<file path="src/design/fcs_pkg.sv">
// constants and types for the flash command sequencer (host end)
package fcs_pkg;
    // bus widths and field positions
    localparam int ADDR_W = 23;
    localparam int DATA_W = 16;
    localparam int BANK_W = 3;
    localparam int BANK_LSB = 20;
    localparam int SECT_LSB = 12;
    localparam int STEP_W = 3;
    localparam int CNT_W = 8;
    localparam int STATUS_LIMIT_BIT = 5;
    // unlock and command addresses (low bits only)
    localparam logic [11:0] ADR_UNLOCK1 = 12'h555;
    localparam logic [11:0] ADR_UNLOCK2 = 12'h2AA;
    localparam logic [11:0] ADR_CFI = 12'h055;
    localparam logic [11:0] ADR_MAKER_ID = 12'h000;
    localparam logic [11:0] ADR_DEV_ID1 = 12'h001;
    localparam logic [11:0] ADR_DEV_ID2 = 12'h00E;
    localparam logic [11:0] ADR_DEV_ID3 = 12'h00F;
    localparam logic [11:0] ADR_GROUP_VERIFY = 12'h002;
    localparam logic [11:0] ADR_SECURED_QUERY = 12'h003;
    localparam logic [11:0] ADR_ZERO = 12'h000;
    // command data codes
    localparam logic [15:0] D_UNLOCK1 = 16'h00AA;
    localparam logic [15:0] D_UNLOCK2 = 16'h0055;
    localparam logic [15:0] D_RESET = 16'h00F0;
    localparam logic [15:0] D_IDENT = 16'h0090;
    localparam logic [15:0] D_PROGRAM = 16'h00A0;
    localparam logic [15:0] D_ERASE_SETUP = 16'h0080;
    localparam logic [15:0] D_CHIP_ERASE = 16'h0010;
    localparam logic [15:0] D_SECTOR_ERASE = 16'h0030;
    localparam logic [15:0] D_SUSPEND = 16'h00B0;
    localparam logic [15:0] D_RESUME = 16'h0030;
    localparam logic [15:0] D_CFI = 16'h0098;
    localparam logic [15:0] D_BYPASS_ENTRY = 16'h0020;
    localparam logic [15:0] D_SECURED_ENTRY = 16'h0088;
    localparam logic [15:0] D_ZERO = 16'h0000;
    // bus timing
    localparam int CLK_NS = 10;
    localparam int WE_LOW_NS = 35;
    localparam int WE_HIGH_NS = 25;
    localparam int READ_ACCESS_NS = 65;
    localparam int SYNC_STAGES = 2;
    localparam int WE_LOW_CYC = (WE_LOW_NS + CLK_NS - 1) / CLK_NS;
    localparam int WE_HIGH_CYC = (WE_HIGH_NS + CLK_NS - 1) / CLK_NS;
    localparam int READ_CYC = (READ_ACCESS_NS + CLK_NS - 1) / CLK_NS + SYNC_STAGES;
    // host commands
    typedef enum logic [4:0] {
        FCS_READ, FCS_RESET, FCS_ID_MAKER, FCS_ID_DEVICE, FCS_SECURED_QUERY,
        FCS_GROUP_VERIFY, FCS_PROGRAM, FCS_CHIP_ERASE, FCS_SECTOR_ERASE,
        FCS_SECTOR_ADD, FCS_SUSPEND, FCS_RESUME, FCS_CFI, FCS_BYPASS_ENTRY,
        FCS_BYPASS_PROGRAM, FCS_BYPASS_ERASE, FCS_BYPASS_RESET,
        FCS_SECURED_ENTRY, FCS_SECURED_EXIT
    } fcs_cmd_type;
endpackage

</file>
<file path="src/design/fcs_host.sv">
// host-side command sequencer driving an asynchronous banked nor flash
module fcs_host
    import fcs_pkg::*;
(
    // clock and reset
    input wire logic i_clock,
    input wire logic i_rst_b,
    // command port
    input wire logic i_cmd_valid,
    input wire fcs_pkg::fcs_cmd_type i_cmd_code,
    input wire logic [fcs_pkg::ADDR_W-1:0] i_cmd_addr,
    input wire logic [fcs_pkg::DATA_W-1:0] i_cmd_data,
    output logic o_cmd_ready,
    // read answers
    output logic o_rd_valid,
    output logic [fcs_pkg::DATA_W-1:0] o_rd_data,
    output logic o_timing_limit_flag,
    // flash pins
    output logic [fcs_pkg::ADDR_W-1:0] o_flash_addr,
    output logic o_flash_ce_b,
    output logic o_flash_we_b,
    output logic o_flash_oe_b,
    output logic [fcs_pkg::DATA_W-1:0] o_dq_out,
    output logic o_dq_oe,
    input wire logic [fcs_pkg::DATA_W-1:0] i_dq_in
);
    import fcs_pkg::*;

    typedef enum logic [2:0] {ST_IDLE, ST_SETUP, ST_ARM, ST_PULSE, ST_RECOVER} fcs_state_type;

    fcs_state_type state_ff, nxt_state;
    fcs_cmd_type cmd_ff, nxt_cmd;
    logic [ADDR_W-1:0] addr_ff, nxt_addr;
    logic [DATA_W-1:0] data_ff, nxt_data;
    logic [STEP_W-1:0] step_ff, nxt_step;
    logic [CNT_W-1:0] cnt_ff, nxt_cnt;
    logic ready_ff, nxt_ready;
    logic rd_valid_ff, nxt_rd_valid;
    logic [DATA_W-1:0] rd_data_ff, nxt_rd_data;
    logic limit_ff, nxt_limit;
    logic [ADDR_W-1:0] pin_addr_ff, nxt_pin_addr;
    logic ce_b_ff, nxt_ce_b;
    logic we_b_ff, nxt_we_b;
    logic oe_b_ff, nxt_oe_b;
    logic [DATA_W-1:0] dq_out_ff, nxt_dq_out;
    logic dq_oe_ff, nxt_dq_oe;
    logic [DATA_W-1:0] dq_s1_ff, dq_s2_ff;

    logic [ADDR_W-1:0] st_addr;
    logic [DATA_W-1:0] st_data;
    logic st_read;
    logic st_last;
    logic unlock_cmd;
    logic [BANK_W-1:0] bank;

    // bank-relative address with everything between bank and low field zero
    function automatic logic [ADDR_W-1:0] bank_adr(input logic [BANK_W-1:0] b, input logic [11:0] low);
        bank_adr = {b, (BANK_LSB - 12)'(0), low};
    endfunction

    // step decode: address, data and kind of each bus cycle
    always_comb begin
        bank = addr_ff[ADDR_W-1:BANK_LSB];
        unlock_cmd = !(cmd_ff inside {FCS_READ, FCS_RESET, FCS_SECTOR_ADD, FCS_SUSPEND, FCS_RESUME, FCS_CFI,
                                      FCS_BYPASS_PROGRAM, FCS_BYPASS_ERASE, FCS_BYPASS_RESET});
        st_addr = bank_adr(bank, ADR_ZERO);
        st_data = D_ZERO;
        st_read = 1'b0;
        st_last = 1'b0;
        if (unlock_cmd && step_ff == 3'h0) begin
            st_addr = bank_adr(bank, ADR_UNLOCK1);
            st_data = D_UNLOCK1;
        end else if (unlock_cmd && step_ff == 3'h1) begin
            st_addr = bank_adr(bank, ADR_UNLOCK2);
            st_data = D_UNLOCK2;
        end else begin
            unique case (cmd_ff)
                FCS_READ: begin
                    st_addr = addr_ff;
                    st_read = 1'b1;
                    st_last = 1'b1;
                end
                FCS_RESET: begin
                    st_data = D_RESET;
                    st_last = 1'b1;
                end
                FCS_ID_MAKER, FCS_SECURED_QUERY, FCS_GROUP_VERIFY, FCS_ID_DEVICE: begin
                    if (step_ff == 3'h2) begin
                        st_addr = bank_adr(bank, ADR_UNLOCK1);
                        st_data = D_IDENT;
                    end else begin
                        st_read = 1'b1;
                        unique case (cmd_ff)
                            FCS_ID_MAKER: begin
                                st_addr = bank_adr(bank, ADR_MAKER_ID);
                                st_last = 1'b1;
                            end
                            FCS_SECURED_QUERY: begin
                                st_addr = bank_adr(bank, ADR_SECURED_QUERY);
                                st_last = 1'b1;
                            end
                            FCS_GROUP_VERIFY: begin
                                st_addr = {addr_ff[ADDR_W-1:SECT_LSB], ADR_GROUP_VERIFY};
                                st_last = 1'b1;
                            end
                            default: begin
                                // device id spans three reads
                                st_addr = bank_adr(bank, step_ff == 3'h3 ? ADR_DEV_ID1 :
                                                   step_ff == 3'h4 ? ADR_DEV_ID2 : ADR_DEV_ID3);
                                st_last = (step_ff == 3'h5);
                            end
                        endcase
                    end
                end
                FCS_PROGRAM: begin
                    if (step_ff == 3'h2) begin
                        st_addr = bank_adr(bank, ADR_UNLOCK1);
                        st_data = D_PROGRAM;
                    end else begin
                        st_addr = addr_ff;
                        st_data = data_ff;
                        st_last = 1'b1;
                    end
                end
                FCS_CHIP_ERASE, FCS_SECTOR_ERASE: begin
                    unique case (step_ff)
                        3'h2: begin
                            st_addr = bank_adr(bank, ADR_UNLOCK1);
                            st_data = D_ERASE_SETUP;
                        end
                        3'h3: begin
                            st_addr = bank_adr(bank, ADR_UNLOCK1);
                            st_data = D_UNLOCK1;
                        end
                        3'h4: begin
                            st_addr = bank_adr(bank, ADR_UNLOCK2);
                            st_data = D_UNLOCK2;
                        end
                        default: begin
                            st_last = 1'b1;
                            if (cmd_ff == FCS_CHIP_ERASE) begin
                                st_addr = bank_adr(bank, ADR_UNLOCK1);
                                st_data = D_CHIP_ERASE;
                            end else begin
                                st_addr = {addr_ff[ADDR_W-1:SECT_LSB], ADR_ZERO};
                                st_data = D_SECTOR_ERASE;
                            end
                        end
                    endcase
                end
                FCS_SECTOR_ADD: begin
                    st_addr = {addr_ff[ADDR_W-1:SECT_LSB], ADR_ZERO};
                    st_data = D_SECTOR_ERASE;
                    st_last = 1'b1;
                end
                FCS_SUSPEND: begin
                    st_data = D_SUSPEND;
                    st_last = 1'b1;
                end
                FCS_RESUME: begin
                    st_data = D_RESUME;
                    st_last = 1'b1;
                end
                FCS_CFI: begin
                    st_addr = bank_adr(bank, ADR_CFI);
                    st_data = D_CFI;
                    st_last = 1'b1;
                end
                FCS_BYPASS_ENTRY, FCS_SECURED_ENTRY, FCS_SECURED_EXIT: begin
                    st_addr = bank_adr(bank, ADR_UNLOCK1);
                    st_data = cmd_ff == FCS_BYPASS_ENTRY ? D_BYPASS_ENTRY :
                              cmd_ff == FCS_SECURED_ENTRY ? D_SECURED_ENTRY : D_IDENT;
                    st_last = (cmd_ff != FCS_SECURED_EXIT);
                    if (step_ff == 3'h3) begin
                        st_addr = bank_adr(bank, ADR_ZERO);
                        st_data = D_ZERO;
                        st_last = 1'b1;
                    end
                end
                FCS_BYPASS_PROGRAM: begin
                    st_data = step_ff == 3'h0 ? D_PROGRAM : data_ff;
                    st_addr = step_ff == 3'h0 ? bank_adr(bank, ADR_ZERO) : addr_ff;
                    st_last = (step_ff == 3'h1);
                end
                FCS_BYPASS_ERASE: begin
                    st_data = step_ff == 3'h0 ? D_ERASE_SETUP : D_CHIP_ERASE;
                    st_last = (step_ff == 3'h1);
                end
                FCS_BYPASS_RESET: begin
                    st_data = step_ff == 3'h0 ? D_IDENT : D_ZERO;
                    st_last = (step_ff == 3'h1);
                end
            endcase
        end
    end

    // bus cycle sequencer next state
    always_comb begin
        nxt_state = state_ff;
        nxt_cmd = cmd_ff;
        nxt_addr = addr_ff;
        nxt_data = data_ff;
        nxt_step = step_ff;
        nxt_cnt = cnt_ff;
        nxt_ready = ready_ff;
        nxt_rd_valid = 1'b0;
        nxt_rd_data = rd_data_ff;
        nxt_limit = limit_ff;
        nxt_pin_addr = pin_addr_ff;
        nxt_ce_b = ce_b_ff;
        nxt_we_b = we_b_ff;
        nxt_oe_b = oe_b_ff;
        nxt_dq_out = dq_out_ff;
        nxt_dq_oe = dq_oe_ff;
        unique case (state_ff)
            ST_IDLE: begin
                if (i_cmd_valid && ready_ff) begin
                    nxt_cmd = i_cmd_code;
                    nxt_addr = i_cmd_addr;
                    nxt_data = i_cmd_data;
                    nxt_step = '0;
                    nxt_ready = 1'b0;
                    nxt_state = ST_SETUP;
                    if (i_cmd_code == FCS_RESET) begin
                        nxt_limit = 1'b0;
                    end
                end
            end
            ST_SETUP: begin
                // address and data settle with chip enable, before the strobe
                nxt_pin_addr = st_addr;
                nxt_dq_out = st_data;
                nxt_dq_oe = !st_read;
                nxt_ce_b = 1'b0;
                nxt_state = ST_ARM;
            end
            ST_ARM: begin
                if (st_read) begin
                    nxt_oe_b = 1'b0;
                    nxt_cnt = CNT_W'(READ_CYC - 1);
                end else begin
                    nxt_we_b = 1'b0;
                    nxt_cnt = CNT_W'(WE_LOW_CYC - 1);
                end
                nxt_state = ST_PULSE;
            end
            ST_PULSE: begin
                nxt_cnt = cnt_ff - CNT_W'(1);
                if (cnt_ff == '0) begin
                    // write enable rises while chip enable and data still hold
                    nxt_we_b = 1'b1;
                    nxt_oe_b = 1'b1;
                    nxt_cnt = CNT_W'(WE_HIGH_CYC - 1);
                    nxt_state = ST_RECOVER;
                    if (st_read) begin
                        nxt_rd_data = dq_s2_ff;
                        nxt_rd_valid = 1'b1;
                        nxt_limit = dq_s2_ff[STATUS_LIMIT_BIT];
                    end
                end
            end
            ST_RECOVER: begin
                nxt_ce_b = 1'b1;
                nxt_dq_oe = 1'b0;
                nxt_cnt = cnt_ff - CNT_W'(1);
                if (cnt_ff == '0) begin
                    if (st_last) begin
                        nxt_ready = 1'b1;
                        nxt_state = ST_IDLE;
                    end else begin
                        nxt_step = step_ff + STEP_W'(1);
                        nxt_state = ST_SETUP;
                    end
                end
            end
        endcase
    end

    // registers
    always_ff @(posedge i_clock or negedge i_rst_b) begin
        if (!i_rst_b) begin
            state_ff <= ST_IDLE;
            cmd_ff <= FCS_READ;
            addr_ff <= '0;
            data_ff <= '0;
            step_ff <= '0;
            cnt_ff <= '0;
            ready_ff <= 1'b1;
            rd_valid_ff <= 1'b0;
            rd_data_ff <= '0;
            limit_ff <= 1'b0;
            pin_addr_ff <= '0;
            ce_b_ff <= 1'b1;
            we_b_ff <= 1'b1;
            oe_b_ff <= 1'b1;
            dq_out_ff <= '0;
            dq_oe_ff <= 1'b0;
            dq_s1_ff <= '0;
            dq_s2_ff <= '0;
        end else begin
            state_ff <= nxt_state;
            cmd_ff <= nxt_cmd;
            addr_ff <= nxt_addr;
            data_ff <= nxt_data;
            step_ff <= nxt_step;
            cnt_ff <= nxt_cnt;
            ready_ff <= nxt_ready;
            rd_valid_ff <= nxt_rd_valid;
            rd_data_ff <= nxt_rd_data;
            limit_ff <= nxt_limit;
            pin_addr_ff <= nxt_pin_addr;
            ce_b_ff <= nxt_ce_b;
            we_b_ff <= nxt_we_b;
            oe_b_ff <= nxt_oe_b;
            dq_out_ff <= nxt_dq_out;
            dq_oe_ff <= nxt_dq_oe;
            dq_s1_ff <= i_dq_in;
            dq_s2_ff <= dq_s1_ff;
        end
    end

    // outputs straight from flops
    assign o_cmd_ready = ready_ff;
    assign o_rd_valid = rd_valid_ff;
    assign o_rd_data = rd_data_ff;
    assign o_timing_limit_flag = limit_ff;
    assign o_flash_addr = pin_addr_ff;
    assign o_flash_ce_b = ce_b_ff;
    assign o_flash_we_b = we_b_ff;
    assign o_flash_oe_b = oe_b_ff;
    assign o_dq_out = dq_out_ff;
    assign o_dq_oe = dq_oe_ff;
endmodule

</file>
<file path="config.mk">
export PLATFORM = sky130hd
export DESIGN_NAME = fcs_host
export DESIGN_NICKNAME = d
export VERILOG_FILES = /design/src/design/fcs_pkg.sv /design/src/design/fcs_host.sv
export SDC_FILE = /design/constraint.sdc
export NUM_CORES = 1
export LEC_CHECK = 0
export BUFFER_PORTS_ARGS = -buffer_cell sky130_fd_sc_hd__buf_4
export CORE_UTILIZATION = 51
export CTS_CLUSTER_SIZE = 14
export DETAILED_ROUTE_END_ITERATION = 10
export HOLD_SLACK_MARGIN = 0.08
export PLACE_DENSITY = 0.77
export RECOVER_POWER = 25
export SETUP_SLACK_MARGIN = 0.5
export SYNTH_ARGS = -nofsm -noshare
export SYNTH_HDL_FRONTEND = slang
export SYNTH_SLANG_ARGS = --single-unit
</file>
<file path="constraint.sdc">
create_clock -name i_clock -period 2.4 [get_ports i_clock]
set_input_delay 0.24 -clock i_clock [delete_from_list [all_inputs] [get_ports i_clock]]
set_output_delay 0.24 -clock i_clock [all_outputs]
set_load 0.02 [all_outputs]
</file>
# After elaboration in Yosys (flattened, before gate mapping)
# Cells that the tools add are included.
# op_classes
add_sub_neg,2
eq_ne,38
muxes,67
reduce_logical,32
# op_table
operator,n
16-bit one-hot mux with 11 select lines,1
20-bit one-hot mux with 8 select lines,1
20-bit 2-to-1 mux,6
16-bit 2-to-1 mux,4
20-bit one-hot mux with 3 select lines,1
8-bit 2-to-1 mux,6
8-bit one-hot mux with 3 select lines,2
"5-bit by 4-bit equality test with 1-bit output, second input constant",8
20-bit one-hot mux with 2 select lines,1
1-bit 2-to-1 mux,24
"5-bit by 3-bit equality test with 1-bit output, second input constant",4
3-bit 2-to-1 mux,6
"2-bit inequality test, second input constant",9
"5-bit equality test, second input constant",3
3-bit one-hot mux with 5 select lines,1
1-bit one-hot mux with 2 select lines,7
"3-bit by 2-bit equality test with 1-bit output, second input constant",4
3-bit AND reduction,4
3-bit OR reduction,4
11-bit 2-to-1 mux,1
"5-bit by 1-bit equality test with 1-bit output, second input constant",2
"5-bit by 2-bit equality test with 1-bit output, second input constant",2
"3-bit equality test, second input constant",3
9-bit nonzero test,1
other kinds (22),34
# word_totals
register_bits,152
out_inout_bits,62
elab_cells,157

# Logic depth before layout (Yosys ltp)
# depth
depth_word,10
ltp_mapped,10
mapped_depth_nobuf,8

# Worst setup path after synthesis
# No wires, ideal clock.
# synth_path
path_kind,register -> register
startpoint,register cnt_ff[0]
endpoint,"register rd_data_ff[10], in the netlist o_rd_data[10]"
arrival_ps,2174
required_time_ps,2275
path_slack_ps,101
stages_incl_launch_ff,9
n_path_buf,1
period_less_slack_ps,2299
cell_sequence,dfrtp_1 -> inv_1 -> ha_1 -> or4b_1 -> nor2_2 -> nand3_1 -> nor2_8 -> buf_12 -> mux2_4
# synth_between
elab_chain_len,2
# synth_lines
item,line_no,text
from (decl),fcs_host.sv:36,"logic [CNT_W-1:0] cnt_ff, nxt_cnt;"
from (signal assigned),fcs_host.sv:306,cnt_ff <= nxt_cnt;
8-bit zero test,fcs_host.sv:249,if (cnt_ff == '0) begin
3-bit AND reduction (no source line),--,
to (signal assigned),fcs_host.sv:309,rd_data_ff <= nxt_rd_data;
to (decl),fcs_host.sv:39,"logic [DATA_W-1:0] rd_data_ff, nxt_rd_data;"
# No other way between the ends.
# A chain may end at the register's enable or synchronous reset.

# Worst setup path after layout
# layout_path
startpoint,register cnt_ff[0]
endpoint,"register rd_data_ff[2], in the netlist o_rd_data[2]"
# The elaborated chain is that of the path after synthesis.

==> metrics.txt <==
switch share=23.4%; Starting Density=52.6%; CTS buffer count=17; Cell Rows=42; worst r2r path cells=8; Worst Clk Skew=15.6 ps; Slew @ Worst Pin=1590 ps; Floorplan Core Area=13300 um2; Storage cell area=3820 um2; Final Max Tran Viols=61; Avg Vias per Cell=5.82; Required @ worst endpoint=2720 ps; antenna violations before repair=0; DR vias=6249; Post-Layout Cell Count=1073; Antenna Violating Nets Remaining=0; EDFF count, synth=0; sequential-to-total area share from yosys stat=54.5%; Reg clk slew, reported paths=70 ps; crit path time final=2250 ps; status=finished with violations; Post-Syn Nets=681; Final HPWL DP=13200 um; violated checks=max-capacitance violations, max-slew violations; first-pass GRT wire length=35300 um; fraction of layout cells with a size suffix above 1=47.4%; Die Ht=119 um; GPL Wtd Cong=0.887; fin nets=954; IO Count=125; area delta synth->final=54.7%; Hold Path Cell Cnt=4; Yosys warning total=0; multi-input gate area in the final layout=3460 um2; syn_area_per_cell=11.4 um2; Crit Path Category=reg -> reg; CTS Sinks=152; Tcrit/Tclk final=93.7%; Place WS=63.7 ps; Yosys reg bits=152; Reg power frac=46.1%; post-placement cell count=918; Antenna Cells=0; vias in the first global route=6674; WL/cell=21.2 um; setup ws final=152 ps; DRT Wirelength=22700 um; Clock power frac=50.0%; Synth Flop Type=dfrtp_1; Int Pwr=4.32 mW; Fin Setup TNS=0 ps; count of input and output buffers=124; Fmax achieved=0.445 GHz; distinct cell type count after synthesis=79; P_leak=5.09 nW; die footprint=14200 um2; DRC=0; Hold Violations, Final=0; Mapped Cells=611; Filler cells=701; final hold slack=185 ps; Hold WC Path Type=in -> reg; Pwr per Cell Area=522 nW/um2; peak supply drop=0.569 mV; GRT overflow=0; Gate power share=3.9%; Root Buffer=clkbuf_16; Die Width=119 um; DRT iter0 DRCs=431; Worst-Skew Late Latency=440 ps; Setup Viol. Count Final=0; Max Cap Viol=1; CTS max path bufs=2; Tot GR Track Use=32.5%; H-Tree Depth=4; relative slew slack=-6.23%; startpoint types=flop; Worst EP arrival=2570 ps; First-pass DRT Iterations=5; RSZ-0062 raised after global routing=true; Psw=1.32 mW; Synth async-reset ratio=100%; CTS tree=done; largest net degree at the start of global routing=62; element type at the critical path end=flop; Synth Cell Area=6990 um2; CP Max Fanout=8
layout by cell type (no fill, tap or decap), types with 4 or more instances in the layout:
master / count
a21oi_1: 19
clkbuf_4: 16
nand4_1: 7
mux2_2: 47
nor2_1: 30
dfrtp_1: 141
mux2_4: 9
dfrtp_2: 6
nand3_1: 7
nand2_1: 50
a22oi_1: 4
clkinv_8: 4
dfstp_2: 4
or3_1: 5
nor3_2: 4
a21oi_2: 12
a22o_1: 21
dlygate4sd3_1: 61
buf_12: 11
a21o_1: 7
nor2_4: 5
nor2b_1: 7
o21ai_0: 16
o22ai_1: 7
o21ai_1: 8
nand2b_1: 10
nor3_1: 7
a31oi_1: 7
inv_2: 4
clkbuf_16: 18
buf_4: 180
nand3b_1: 4
xor2_1: 6
inv_1: 6
ha_4: 5
buf_6: 14
worst max-delay path: stages (launching register included):
cell     delay, ps
dfrtp_1        410
inv_2           90
ha_4           140
or4b_4         490
nor2_4         180
nand3_4        120
nor2_8         200
buf_12         150
mux2_2         340
logic make-up (layout without fill, tap and decap cells):
group | Yosys count | after routing | synth area share [%]
AND/OR/NAND/NOR | 185 | 185 | 14.4
AO/OA/AOI/OAI | 155 | 155 | 15.8
flip-flops | 152 | 152 | 54.5
multiplexers | 57 | 57 | 9.65
buffers and inverters | 48 | 334 | 3.55
adder cells (fa/ha/maj) | 7 | 7 | 1.25
XOR/XNOR | 7 | 7 | 0.877
through the flow:
step                total power [mW]  cell area [um2]  util, %
detailed placement              2.78             8530     64.2
global placement                2.78             8530     64.2
CTS                             5.66            10400     78.3
floorplan                       2.64             7210        -
global route                    5.79            10800     81.3
finish                          5.64            10800     81.3
area by class of cell:
class	count	share of cell area [%]
well taps	176	2.04
flip-flops and latches	152	35.3
clock inverters	15	1.94
repair buffers	291	24.3
inverters	11	0.405
multi-input cells	411	32.0
clock buffers	17	3.93
final timing paths:
check | startpoint | to | slack [ps]
max | cnt_ff[0]$_DFFE_PN0P_ | o_rd_data[2]$_DFFE_PN0P_ | 150
min reg2reg | dq_s1_ff[7]$_DFF_PN0_ | dq_s2_ff[7]$_DFF_PN0_ | 350
min | i_cmd_valid | o_cmd_ready$_DFFE_PN1P_ | 180
max reg2reg | cnt_ff[0]$_DFFE_PN0P_ | o_rd_data[2]$_DFFE_PN0P_ | 150
max in group asynchronous | i_rst_b | cmd_ff[1]$_DFFE_PN0P_ | 530
min in group asynchronous | i_rst_b | data_ff[4]$_DFFE_PN0P_ | 750
repair_timing:
action                                 4_1_cts  5_1_grt
setup buffers                               33       25
endpoints found under the hold margin      115        0
hold buffers                                61        0
setup endpoints to repair                   70       71
pin swaps                                   33       52
resized for setup                           61       49
gates cloned                                 3        1
power groups by stage:
stage	sequential, mW	combinational, mW	clock [mW]
after detailed placement	2.64	0.140	0
after floorplan	2.64	0.00203	0
after CTS	2.60	0.221	2.84
after global routing	2.60	0.241	2.95
after global placement	2.64	0.134	0
final	2.60	0.220	2.82
per-layer routing:
layer / global-route usage, % / routed length, um / up-vias
li1: - / - / 2782
met1: 39.8 / 9000 / 3114
met2: 54.8 / 11600 / 283
met3: 6.75 / 1380 / 70
met4: 15.7 / 786 / 0
met5: 0 / 0 / -
synthesized netlist by cell type (3+ instances only):
cell	instances	area [um2]
o31ai_1	5	37.5
or4_1	3	22.5
o32ai_1	4	35.0
nand3b_1	4	30.0
dfstp_2	4	105
ha_1	7	87.6
a31oi_1	8	50.1
nor2b_1	10	62.6
nor4_1	3	18.8
a22oi_1	5	37.5
xor2_1	6	52.6
clkbuf_1	20	75.1
o21ai_0	25	125
nor2_1	36	135
or3_1	6	37.5
inv_1	11	41.3
and3_1	3	18.8
buf_6	4	45.0
mux2_4	9	135
nor3b_1	4	30.0
o2111ai_1	3	26.3
o22a_1	3	26.3
a21o_1	8	60.1
nand2_1	54	203
buf_2	8	40.0
a22o_1	21	184
nand2b_1	12	75.1
mux2_2	47	529
buf_4	3	22.5
o22ai_1	9	56.3
a21oi_1	32	160
dfrtp_1	148	3700
nand4_1	7	43.8
nand3_1	8	40.0
or2_2	4	25.0
nor3_1	12	60.1
o21a_1	5	37.5
o211ai_1	3	22.5
flip-flops by register name, indices dropped and copies added, names as in the netlist, 3 cells and up:
signal,flops
dq_s2_ff,16
step_ff,3
o_dq_out,16
o_flash_addr,23
o_rd_data,16
data_ff,16
state_ff,3
dq_s1_ff,16
addr_ff,23
cmd_ff,5
cnt_ff,8
Note: power is estimated with default switching activity, not from simulation.
